`config.mk`:
```
export PLATFORM = sky130hd
export DESIGN_NAME = input_filter_output_source
export DESIGN_NICKNAME = d
export VERILOG_FILES = /design/src/hdl/ifos_pkg.sv /design/src/hdl/input_filter_output_source.sv
export SDC_FILE = /design/constraint.sdc
export NUM_CORES = 2
export LEC_CHECK = 0
export BUFFER_PORTS_ARGS = -buffer_cell sky130_fd_sc_hd__buf_4
export CAP_MARGIN = 20
export CORE_UTILIZATION = 66
export DETAILED_ROUTE_END_ITERATION = 10
export GPL_TIMING_DRIVEN = 1
export PLACE_DENSITY = 0.84
export SKIP_LAST_GASP = 1
export SLEW_MARGIN = 5
export SYNTH_ARGS = -nofsm -noshare
export SYNTH_HDL_FRONTEND = slang
export SYNTH_SLANG_ARGS = --single-unit
```
`constraint.sdc`:
```
create_clock -name REF_CLK_IN -period 16.9 [get_ports REF_CLK_IN]
set_input_delay 1.69 -clock REF_CLK_IN [delete_from_list [all_inputs] [get_ports REF_CLK_IN]]
set_output_delay 1.69 -clock REF_CLK_IN [all_outputs]
set_load 0.03 [all_outputs]
```
`src/hdl/ifos_pkg.sv`:
```
// constants and types for the input filter and output source block
package ifos_pkg;

  // ***********************************************************
  // timing
  // ***********************************************************
  localparam int unsigned CLK_HZ = 250_000_000;
  localparam int unsigned US_PER_S = 1_000_000;
  localparam int unsigned CLK_PER_US = CLK_HZ / US_PER_S;
  localparam logic [7:0] MAX_US_CODE = 8'h64;
  localparam int unsigned OSC_HZ = 100_000;
  localparam int unsigned OSC_HALF_CYC = CLK_HZ / (2 * OSC_HZ);
  localparam int unsigned CNT_W = 15;
  localparam int unsigned OSC_W = 12;

  // ***********************************************************
  // register map (byte addresses)
  // ***********************************************************
  localparam logic [7:0] ADDR_CTRL = 8'h00;
  localparam logic [7:0] ADDR_SMB = 8'h04;
  localparam logic [7:0] ADDR_STAT = 8'h08;
  localparam logic [7:0] ADDR_GF_LO = 8'h10;
  localparam logic [7:0] ADDR_GF_HI = 8'h14;
  localparam logic [7:0] ADDR_PW = 8'h18;
  localparam logic [7:0] ADDR_HY_LO = 8'h1C;
  localparam logic [7:0] ADDR_HY_HI = 8'h20;
  localparam logic [7:0] ADDR_RANGE = 8'h24;
  localparam logic [7:0] ADDR_PDO_LO = 8'h28;
  localparam logic [7:0] ADDR_PDO_HI = 8'h2C;
  localparam int unsigned NUM_WORDS = 12;
  localparam logic [31:0] REG_RST = 32'h0000_0000;

  // ***********************************************************
  // field positions and masks
  // ***********************************************************
  localparam int unsigned CTRL_LOGIC_LSB = 0;
  localparam int unsigned CTRL_EDGE_LSB = 4;
  localparam int unsigned CTRL_PD_LSB = 8;
  localparam int unsigned PDO_SRC_LSB = 0;
  localparam int unsigned PDO_MODE_LSB = 2;
  localparam int unsigned STAT_FAULT_LSB = 0;
  localparam int unsigned STAT_WARN_LSB = 8;
  localparam int unsigned STAT_LOGIC_LSB = 12;
  localparam int unsigned STAT_SUP_BIT = 16;
  localparam logic [31:0] MASK_CTRL = 32'h0000_0FFF;
  localparam logic [31:0] MASK_SMB = 32'h0000_00FF;
  localparam logic [31:0] MASK_US = 32'h7F7F_7F7F;
  localparam logic [31:0] MASK_HY = 32'h1F1F_1F1F;
  localparam logic [31:0] MASK_RANGE = 32'h0000_FFFF;
  localparam logic [31:0] MASK_PDO = 32'h1F1F_1F1F;
  localparam int unsigned CP_OUTPUTS = 6;
  localparam logic [1:0] RESP_OKAY = 2'h0;
  localparam logic [1:0] RESP_SLVERR = 2'h2;

  // ***********************************************************
  // modes
  // ***********************************************************
  typedef enum logic [1:0] {
    SRC_ENGINE, SRC_SMBUS, SRC_CLOCK, SRC_UNUSED
  } src_t;

  typedef enum logic [2:0] {
    DRV_WEAK_PD, DRV_OPEN_DRAIN, DRV_WEAK_PU_VDD, DRV_STRONG_PU_VDD,
    DRV_WEAK_PU_VP, DRV_STRONG_PU_VP, DRV_STRONG_PD, DRV_CHARGE_PUMP
  } drv_t;

endpackage

```
`src/hdl/input_filter_output_source.sv`:
```
// input conditioning and driver output source selection
module input_filter_output_source
  import ifos_pkg::*;
#(
  parameter int unsigned US_CYC = CLK_PER_US
) (
  // clock and reset
  input wire logic REF_CLK_IN,
  input wire logic RESETN_IN,
  // axi4-lite write
  input wire logic AXI_AWVALID_IN,
  output logic AXI_AWREADY_OUT,
  input wire logic [7:0] AXI_AWADDR_IN,
  input wire logic AXI_WVALID_IN,
  output logic AXI_WREADY_OUT,
  input wire logic [31:0] AXI_WDATA_IN,
  input wire logic [3:0] AXI_WSTRB_IN,
  output logic AXI_BVALID_OUT,
  input wire logic AXI_BREADY_IN,
  output logic [1:0] AXI_BRESP_OUT,
  // axi4-lite read
  input wire logic AXI_ARVALID_IN,
  output logic AXI_ARREADY_OUT,
  input wire logic [7:0] AXI_ARADDR_IN,
  output logic AXI_RVALID_OUT,
  input wire logic AXI_RREADY_IN,
  output logic [31:0] AXI_RDATA_OUT,
  output logic [1:0] AXI_RRESP_OUT,
  // detector and pin inputs (asynchronous)
  input wire logic [7:0] COMP_IN,
  input wire logic [3:0] WARN_COMP_IN,
  input wire logic [3:0] DFI_PIN_IN,
  input wire logic SUPPLY_OK_IN,
  // sequencing engine
  output logic [7:0] SE_FAULT_OUT,
  output logic [3:0] SE_LOGIC_OUT,
  output logic SE_WARN_OUT,
  input wire logic [7:0] SE_DATA_IN,
  // analog controls
  output logic [39:0] HYST_OUT,
  output logic [15:0] RANGE_OUT,
  output logic [7:0] SEC_RANGE_OUT,
  output logic [3:0] PULLDN_EN_OUT,
  // driver outputs
  output logic [7:0] PDO_DATA_OUT,
  output logic [23:0] PDO_MODE_OUT
);

  // ***********************************************************
  // helpers
  // ***********************************************************
  function automatic logic [CNT_W-1:0] us_to_cyc(input logic [7:0] code);
    logic [7:0] c;
    logic [31:0] p;
    c = (code > MAX_US_CODE) ? MAX_US_CODE : code;
    p = 32'(c) * 32'(US_CYC);
    return p[CNT_W-1:0];
  endfunction

  function automatic logic [31:0] wmask(input logic [7:0] a);
    case (a)
      ADDR_CTRL: wmask = MASK_CTRL;
      ADDR_SMB: wmask = MASK_SMB;
      ADDR_GF_LO, ADDR_GF_HI, ADDR_PW: wmask = MASK_US;
      ADDR_HY_LO, ADDR_HY_HI: wmask = MASK_HY;
      ADDR_RANGE: wmask = MASK_RANGE;
      ADDR_PDO_LO, ADDR_PDO_HI: wmask = MASK_PDO;
      default: wmask = 32'h0000_0000;
    endcase
  endfunction

  logic [31:0] regs_ff [NUM_WORDS];
  logic [1:0] comp_m_ff [8];
  logic [7:0] comp_s;
  logic [3:0] warn_m_ff, warn_s_ff, dfi_m_ff, dfi_s_ff;
  logic sup_m_ff, sup_s_ff;
  logic [7:0] filt_ff, in_sel, ev;
  logic [CNT_W-1:0] cnt_ff [8];
  logic [CNT_W-1:0] tout [8];
  logic [CNT_W-1:0] pw_cnt_ff [4];
  logic [3:0] logic_mode, edge_mode, warn;
  logic [31:0] ctrl, smb, status;
  logic [OSC_W-1:0] osc_cnt_ff;
  logic osc_ff;
  logic [7:0] pdo_data_ff;
  logic [23:0] pdo_mode_ff;
  logic [39:0] hyst_ff;

  assign ctrl = regs_ff[ADDR_CTRL[5:2]];
  assign smb = regs_ff[ADDR_SMB[5:2]];
  assign logic_mode = ctrl[CTRL_LOGIC_LSB +: 4];
  assign edge_mode = ctrl[CTRL_EDGE_LSB +: 4];

  // ***********************************************************
  // input synchronisers
  // ***********************************************************
  always_ff @(posedge REF_CLK_IN or negedge RESETN_IN) begin
    if (!RESETN_IN) begin
      warn_m_ff <= 4'h0;
      warn_s_ff <= 4'h0;
      dfi_m_ff <= 4'h0;
      dfi_s_ff <= 4'h0;
      sup_m_ff <= 1'h0;
      sup_s_ff <= 1'h0;
    end else begin
      warn_m_ff <= WARN_COMP_IN;
      warn_s_ff <= warn_m_ff;
      dfi_m_ff <= DFI_PIN_IN;
      dfi_s_ff <= dfi_m_ff;
      sup_m_ff <= SUPPLY_OK_IN;
      sup_s_ff <= sup_m_ff;
    end
  end

  // ***********************************************************
  // glitch filters and hysteresis
  // ***********************************************************
  for (genvar i = 0; i < 8; i++) begin : g_ch
    logic [31:0] gfw;
    logic [31:0] hyw;
    assign gfw = (i < 4) ? regs_ff[ADDR_GF_LO[5:2]] :
                           regs_ff[ADDR_GF_HI[5:2]];
    assign hyw = (i < 4) ? regs_ff[ADDR_HY_LO[5:2]] :
                           regs_ff[ADDR_HY_HI[5:2]];
    assign tout[i] = us_to_cyc(gfw[8*(i%4) +: 8]);
    assign comp_s[i] = comp_m_ff[i][1];

    // dual input picks logic pin or detector
    if (i < 4) begin : g_pri
      assign in_sel[i] = comp_s[i];
    end else begin : g_dfi
      assign in_sel[i] = logic_mode[i-4] ? dfi_s_ff[i-4] : comp_s[i];
    end

    assign ev[i] = (in_sel[i] != filt_ff[i]) && (cnt_ff[i] >= tout[i]);

    always_ff @(posedge REF_CLK_IN or negedge RESETN_IN) begin
      if (!RESETN_IN) begin
        comp_m_ff[i] <= 2'h0;
        filt_ff[i] <= 1'h0;
        cnt_ff[i] <= '0;
        hyst_ff[5*i +: 5] <= 5'h00;
      end else begin
        comp_m_ff[i] <= {comp_m_ff[i][0], COMP_IN[i]};
        // a return to the old level restarts the count
        if (in_sel[i] == filt_ff[i]) begin
          cnt_ff[i] <= '0;
        end else if (ev[i]) begin
          // output follows once the count hits the timeout
          filt_ff[i] <= in_sel[i];
          cnt_ff[i] <= '0;
        end else begin
          cnt_ff[i] <= cnt_ff[i] + 1'b1;
        end
        // hysteresis code only while comparator is faulted
        hyst_ff[5*i +: 5] <= comp_s[i] ? hyw[8*(i%4) +: 5] : 5'h00;
      end
    end
  end

  // ***********************************************************
  // logic inputs: level or edge pulse
  // ***********************************************************
  for (genvar k = 0; k < 4; k++) begin : g_lg
    logic [CNT_W-1:0] pw;
    assign pw = us_to_cyc(regs_ff[ADDR_PW[5:2]][8*k +: 8]);

    // pulse of programmed width, at least one cycle
    always_ff @(posedge REF_CLK_IN or negedge RESETN_IN) begin
      if (!RESETN_IN) begin
        pw_cnt_ff[k] <= '0;
      end else if (ev[k+4] && logic_mode[k] && edge_mode[k]) begin
        pw_cnt_ff[k] <= (pw == '0) ? CNT_W'(1) : pw;
      end else if (pw_cnt_ff[k] != '0) begin
        pw_cnt_ff[k] <= pw_cnt_ff[k] - 1'b1;
      end
    end

    // level mode passes the filtered level
    assign SE_LOGIC_OUT[k] = !logic_mode[k] ? 1'b0 :
                             edge_mode[k] ? (pw_cnt_ff[k] != '0) :
                             filt_ff[k+4];
    // secondary detector live only when input is logic
    assign warn[k] = logic_mode[k] & warn_s_ff[k];
  end

  // logic inputs and detectors share the filter path
  assign SE_FAULT_OUT = {filt_ff[7:4] & ~logic_mode, filt_ff[3:0]};
  // all warnings ORed toward the engine
  assign SE_WARN_OUT = |warn;
  // pull-down only offered in logic mode
  assign PULLDN_EN_OUT = logic_mode & ctrl[CTRL_PD_LSB +: 4];
  // dual inputs fixed to the lowest range
  assign RANGE_OUT = {8'h00, regs_ff[ADDR_RANGE[5:2]][7:0]};
  // secondary detectors take the primary range
  assign SEC_RANGE_OUT = regs_ff[ADDR_RANGE[5:2]][7:0];
  assign HYST_OUT = hyst_ff;

  // ***********************************************************
  // 100 khz clock
  // ***********************************************************
  // divider toggles every half period
  always_ff @(posedge REF_CLK_IN or negedge RESETN_IN) begin
    if (!RESETN_IN) begin
      osc_cnt_ff <= '0;
      osc_ff <= 1'h0;
    end else if (osc_cnt_ff == OSC_W'(OSC_HALF_CYC - 1)) begin
      osc_cnt_ff <= '0;
      osc_ff <= ~osc_ff;
    end else begin
      osc_cnt_ff <= osc_cnt_ff + 1'b1;
    end
  end

  // ***********************************************************
  // driver output source and mode
  // ***********************************************************
  for (genvar j = 0; j < 8; j++) begin : g_pdo
    logic [7:0] cfg;
    src_t src;
    drv_t mode;
    logic nxt_data;
    drv_t nxt_mode;
    assign cfg = (j < 4) ? regs_ff[ADDR_PDO_LO[5:2]][8*j +: 8] :
                           regs_ff[ADDR_PDO_HI[5:2]][8*(j-4) +: 8];
    assign src = src_t'(cfg[PDO_SRC_LSB +: 2]);
    assign mode = drv_t'(cfg[PDO_MODE_LSB +: 3]);

    always_comb begin
      case (src)
        SRC_ENGINE: nxt_data = SE_DATA_IN[j]; // engine level
        SRC_SMBUS: nxt_data = smb[j];         // host level
        SRC_CLOCK: nxt_data = osc_ff;
        default: nxt_data = 1'b0;
      endcase
      // charge pump refused above output 6
      if (mode == DRV_CHARGE_PUMP && j >= CP_OUTPUTS) begin
        nxt_mode = DRV_WEAK_PD;
      end else begin
        nxt_mode = mode;
      end
      // hold weakly low until supply is good
      if (!sup_s_ff) begin
        nxt_data = 1'b0;
        nxt_mode = DRV_WEAK_PD;
      end
    end

    // cleared registers give weak pull-down, low data
    always_ff @(posedge REF_CLK_IN or negedge RESETN_IN) begin
      if (!RESETN_IN) begin
        pdo_data_ff[j] <= 1'h0;
        pdo_mode_ff[3*j +: 3] <= DRV_WEAK_PD;
      end else begin
        pdo_data_ff[j] <= nxt_data;
        pdo_mode_ff[3*j +: 3] <= nxt_mode;
      end
    end
  end

  assign PDO_DATA_OUT = pdo_data_ff;
  assign PDO_MODE_OUT = pdo_mode_ff;

  // ***********************************************************
  // axi4-lite slave
  // ***********************************************************
  logic aw_hold_ff, w_hold_ff, bvalid_ff, rvalid_ff;
  logic [7:0] awaddr_ff;
  logic [31:0] wdata_ff, rdata_ff, wbyte;
  logic [3:0] wstrb_ff;
  logic [1:0] bresp_ff, rresp_ff;
  logic do_wr, wr_ok, rd_ok;

  assign status = {15'h0000, sup_s_ff, filt_ff[7:4], warn,
                   SE_FAULT_OUT};
  assign AXI_AWREADY_OUT = ~aw_hold_ff & ~bvalid_ff;
  assign AXI_WREADY_OUT = ~w_hold_ff & ~bvalid_ff;
  assign AXI_ARREADY_OUT = ~rvalid_ff;
  assign do_wr = aw_hold_ff & w_hold_ff;
  assign wr_ok = wmask(awaddr_ff) != 32'h0000_0000;
  assign rd_ok = (wmask(AXI_ARADDR_IN) != 32'h0000_0000) ||
                 (AXI_ARADDR_IN == ADDR_STAT);
  assign wbyte = {{8{wstrb_ff[3]}}, {8{wstrb_ff[2]}},
                  {8{wstrb_ff[1]}}, {8{wstrb_ff[0]}}};

  always_ff @(posedge REF_CLK_IN or negedge RESETN_IN) begin
    if (!RESETN_IN) begin
      aw_hold_ff <= 1'h0;
      w_hold_ff <= 1'h0;
      awaddr_ff <= 8'h00;
      wdata_ff <= 32'h0000_0000;
      wstrb_ff <= 4'h0;
      bvalid_ff <= 1'h0;
      bresp_ff <= RESP_OKAY;
    end else begin
      if (AXI_AWVALID_IN && AXI_AWREADY_OUT) begin
        aw_hold_ff <= 1'h1;
        awaddr_ff <= AXI_AWADDR_IN;
      end
      if (AXI_WVALID_IN && AXI_WREADY_OUT) begin
        w_hold_ff <= 1'h1;
        wdata_ff <= AXI_WDATA_IN;
        wstrb_ff <= AXI_WSTRB_IN;
      end
      if (do_wr) begin
        aw_hold_ff <= 1'h0;
        w_hold_ff <= 1'h0;
        bvalid_ff <= 1'h1;
        bresp_ff <= wr_ok ? RESP_OKAY : RESP_SLVERR;
      end else if (bvalid_ff && AXI_BREADY_IN) begin
        bvalid_ff <= 1'h0;
      end
    end
  end

  // reserved bits are masked so they always read zero
  for (genvar r = 0; r < NUM_WORDS; r++) begin : g_reg
    always_ff @(posedge REF_CLK_IN or negedge RESETN_IN) begin
      if (!RESETN_IN) begin
        regs_ff[r] <= REG_RST;
      end else if (do_wr && wr_ok && awaddr_ff[5:2] == 4'(r)) begin
        regs_ff[r] <= (regs_ff[r] & ~(wbyte & wmask(awaddr_ff))) |
                      (wdata_ff & wbyte & wmask(awaddr_ff));
      end
    end
  end

  always_ff @(posedge REF_CLK_IN or negedge RESETN_IN) begin
    if (!RESETN_IN) begin
      rvalid_ff <= 1'h0;
      rdata_ff <= 32'h0000_0000;
      rresp_ff <= RESP_OKAY;
    end else if (AXI_ARVALID_IN && AXI_ARREADY_OUT) begin
      rvalid_ff <= 1'h1;
      rresp_ff <= rd_ok ? RESP_OKAY : RESP_SLVERR;
      if (AXI_ARADDR_IN == ADDR_STAT) begin
        rdata_ff <= status;
      end else if (rd_ok) begin
        rdata_ff <= regs_ff[AXI_ARADDR_IN[5:2]];
      end else begin
        rdata_ff <= 32'h0000_0000;
      end
    end else if (rvalid_ff && AXI_RREADY_IN) begin
      rvalid_ff <= 1'h0;
    end
  end

  assign AXI_BVALID_OUT = bvalid_ff;
  assign AXI_BRESP_OUT = bresp_ff;
  assign AXI_RVALID_OUT = rvalid_ff;
  assign AXI_RDATA_OUT = rdata_ff;
  assign AXI_RRESP_OUT = rresp_ff;
endmodule

```
==> results_dict.tcl <==
set metrics [dict create \
    place_inst 5531 \
    grt_max_degree 105 \
    start_util_pct 66.9 \
    grt_pass1_wl_um 187000 \
    die_w_um 277 \
    final_area_um2 54800 \
    p_leak_nw 28.1 \
    clkSlewWorstSetupHoldPaths_ns 0.06 \
    cts_tree "done" \
    slowest_delay_ns 0.88 \
    cp_max_fo 17 \
    die_h_um 277 \
    pin_count 238 \
    syn_inst 4570 \
    setup-violations-final 0 \
    relSlewSlack_pct 25.0 \
    antenna_found_initial 2 \
    critical_path_class "flop to flop" \
    gr-total-overflow 0 \
    powerDensity_nw_per_um2 97.2 \
    synth-edff-count 0 \
    worstHoldStart "comp_m_ff[4]" \
    drive_gt1_share_pct 16.9 \
    peakVddDrop_uv 147 \
    drv_slew 0 \
    ant_nets 0 \
    fp.dieArea_um2 76600 \
    viasPerCell 5.96 \
    report.final.hold_viol_count 0 \
    r2r_cells 24 \
    cts_resized 0 \
    fp-row-count 100 \
    routed_wl_um 115000 \
    hold_buffers 0 \
    clock-sinks 745 \
    rsz0062_at_grt "no" \
    min_period_ns 7.72 \
    critPathLaunch "g_ch[4].gfw[9]" \
    start_kind "flop" \
    clkLatencyLatePin_ns 0.65 \
    grt_pass1_vias 35200 \
    skew_ns 0.0191 \
    period_share_pct 45.7 \
    setup_tns_ns 0 \
    ys_types 85 \
    gp_congestion 0.905 \
    core_um2 74600 \
    hold_path_class "flop to flop" \
    status "finished, final reports clean" \
    synthFlopType "dfrtp_1" \
    fmax_mhz 129 \
    ctsRootBufferMaster "clkbuf_16" \
    worstPathArrival_ns 8.25 \
    placed_cell_area_um2 51800 \
    drt-pass1-iter-count 7 \
    clock_path_buffers 3 \
    io_buffers 223 \
    post_cts_buffers 0 \
    ys_async_sr_fraction_pct 100 \
    fin_cells 5688 \
    drc 0 \
    netlist_area_um2 49900 \
    syn_area_per_cell_um2 10.9 \
    finalNetCount 5500 \
    dp_hpwl_um 83900 \
    crit_slowest_cell "a211oi_2" \
    min_path_cells 0 \
    path_cells "o21ai_0 > nand2_1 > a31oi_1 > nand2_1 > inv_1 > fa_1 > inv_1 > fa_1 > fa_1 > inv_1 > ha_1 > ha_1 > or3_1 > o211ai_1 > mux2i_1 > a2111oi_0 > ha_1 > nand3_1 > nor3_1 > a221o_1 > a31oi_1 > a211oi_2 > inv_2 > mux2_2" \
    cap_violations 0 \
    area_delta_synth_final_pct 9.87 \
    drt_iter0_drc 2238 \
    vias 33900 \
    fill_cells 4833 \
    wl_per_cell_um 20.3 \
    end_kind "flop" \
    synth-seq-cells 745 \
    required_ns 17.43 \
    yosysWarnings 0 \
    ys_seq_area_share_pct 37.4 \
    numCtsBuffers 82 \
    r2r_start "g_ch[4].gfw[9]" \
    track_usage_pct 30.8 \
    cts_max_level 3 \
    worstMarginPinSlew_ns 1.12 \
]
[layer usage]
metal / track usage, % / up-vias / wire (µm)
met3: 5.64 / 223 / 7780
met2: 50.1 / 1067 / 55000
li1: - / 15600 / -
met4: 10.6 / 2 / 4030
met5: 0 / - / 9
met1: 41.9 / 17100 / 48500
[cell type report]
type / instances / area, µm² / share of cell area (%)
Clock buffer: 107 / 2300 / 4.19
Tap cell: 969 / 1210 / 2.21
Timing Repair Buffer: 249 / 1950 / 3.56
Sequential cell: 745 / 18600 / 34.0
Multi-Input combinational cell: 3078 / 28300 / 51.6
Antenna cell: 1 / 2.50 / 0.00457
Clock inverter: 46 / 551 / 1.00
Inverter: 493 / 1850 / 3.38
[where the power goes]
group	switching [W]	internal [W]	leakage (nW)	total, W
combinational	0.000736	0.000532	16.7	0.00127
sequential	0.000254	0.00191	10.0	0.00217
clock	0.000782	0.00111	1.40	0.00189
[worst max-delay path, delay by kind of cell, from the launching register on]
family                   cells  cell delay (ns)
AO/OA/AOI/OAI                7             2.79
adder cells (fa/ha/maj)      6             2.09
AND/OR/NAND/NOR              5             1.14
buffers and inverters        4             0.64
flip-flops                   1             0.48
multiplexers                 2             0.46
[worst paths after layout]
path | slack (ns) | end
worst max-delay path | 9.18 | pw_cnt_ff[39]
worst min-delay path | 0.34 | comp_m_ff[5]
worst max register to register | 9.18 | pw_cnt_ff[39]
worst min register to register | 0.34 | comp_m_ff[5]
max in group asynchronous | 12.83 | cnt_ff[44]
min in group asynchronous | 1.07 | HYST_OUT[12]
[cell families (layout without fill, tap and decap cells)]
family / Yosys count / in the layout / share of synthesized area, %
other cells: 2 / 49 / 0.0151
mux: 389 / 389 / 10.7
compound gates: 498 / 498 / 6.44
xor+xnor: 293 / 293 / 5.15
flops: 745 / 745 / 37.4
simple gates: 1083 / 1083 / 11.3
fa+ha+maj: 767 / 767 / 22.8
buf+inv: 793 / 895 / 6.29
[stage by stage]
step           hold slack [ns]  setup slack, ns  utilization (%)  total power (W)
6_report                 0.345             9.18             73.5          0.00533
5_1_grt                  0.352             8.56             73.5          0.00558
4_1_cts                  0.347             9.15             73.3          0.00533
3_5_place_dp             0.335             9.23             69.5          0.00343
3_3_place_gp             0.332             9.42             69.5          0.00338
2_1_floorplan            0.331            10.55                -          0.00303
[cell usage in the layout (no fill, tap or decap), types with 16 or more instances in the layout]
master     count
ha_1         534
nand3_1      109
nand2_1      205
o21a_1        16
inv_1        492
nand4_1       33
mux2i_1       61
o21ai_0      146
and2_1        93
a21oi_1      103
mux4_2        90
nor2b_1       39
nor3_1        55
or3_1         29
o31ai_1       32
xor2_1       120
or2_2         29
fa_1         233
nor4_1        29
dfrtp_1      745
clkinv_2      16
mux2_2       238
a21o_1        40
nor2_1       260
nand2b_1      57
and3_1        58
buf_4        243
o22ai_1       17
conb_1        48
clkbuf_16     82
xnor2_1      173
[cells in the mapped netlist (9+ instances only)]
| master | count | area (µm²) |
|---|---|---|
| nor3b_1 | 9 | 67.6 |
| nand3_1 | 109 | 546 |
| a31oi_1 | 13 | 81.3 |
| mux2i_1 | 61 | 611 |
| buf_2 | 21 | 105 |
| a21o_1 | 40 | 300 |
| o31ai_1 | 32 | 240 |
| o21a_1 | 16 | 120 |
| nand2_1 | 206 | 773 |
| inv_1 | 492 | 1850 |
| or2_2 | 29 | 181 |
| o22ai_1 | 17 | 106 |
| a22oi_1 | 15 | 113 |
| or4_1 | 13 | 97.6 |
| or3_1 | 29 | 181 |
| nor2_2 | 14 | 87.6 |
| ha_1 | 534 | 6680 |
| fa_1 | 233 | 4660 |
| nor2_1 | 260 | 976 |
| nand4_1 | 33 | 206 |
| and3_1 | 58 | 363 |
| dfrtp_1 | 745 | 18600 |
| xnor2_1 | 173 | 1520 |
| nand2b_1 | 57 | 357 |
| and2_1 | 94 | 588 |
| nor4_1 | 29 | 181 |
| nor3_1 | 55 | 275 |
| mux2_2 | 238 | 2680 |
| a2111oi_0 | 15 | 131 |
| clkbuf_1 | 232 | 871 |
| a211oi_1 | 15 | 113 |
| mux4_2 | 90 | 2030 |
| xor2_1 | 120 | 1050 |
| a21oi_1 | 104 | 521 |
| buf_4 | 33 | 248 |
| o21ai_0 | 146 | 731 |
| a22o_1 | 13 | 114 |
| buf_1 | 13 | 48.8 |
| nor2b_1 | 39 | 244 |
[flip-flops by register name (all words and copies together) (netlist names), 24 cells and up]
signal,count
cnt_ff,120
g_pdo.cfg,60
g_ch.gfw,60
PDO_MODE_OUT,24
regs_ff,112
wdata_ff,30
smb,30
g_ch.hyw,60
AXI_RDATA_OUT,30
HYST_OUT,40
ctrl,30
pw_cnt_ff,60
No activity file was read; power rests on OpenSTA's default activity.
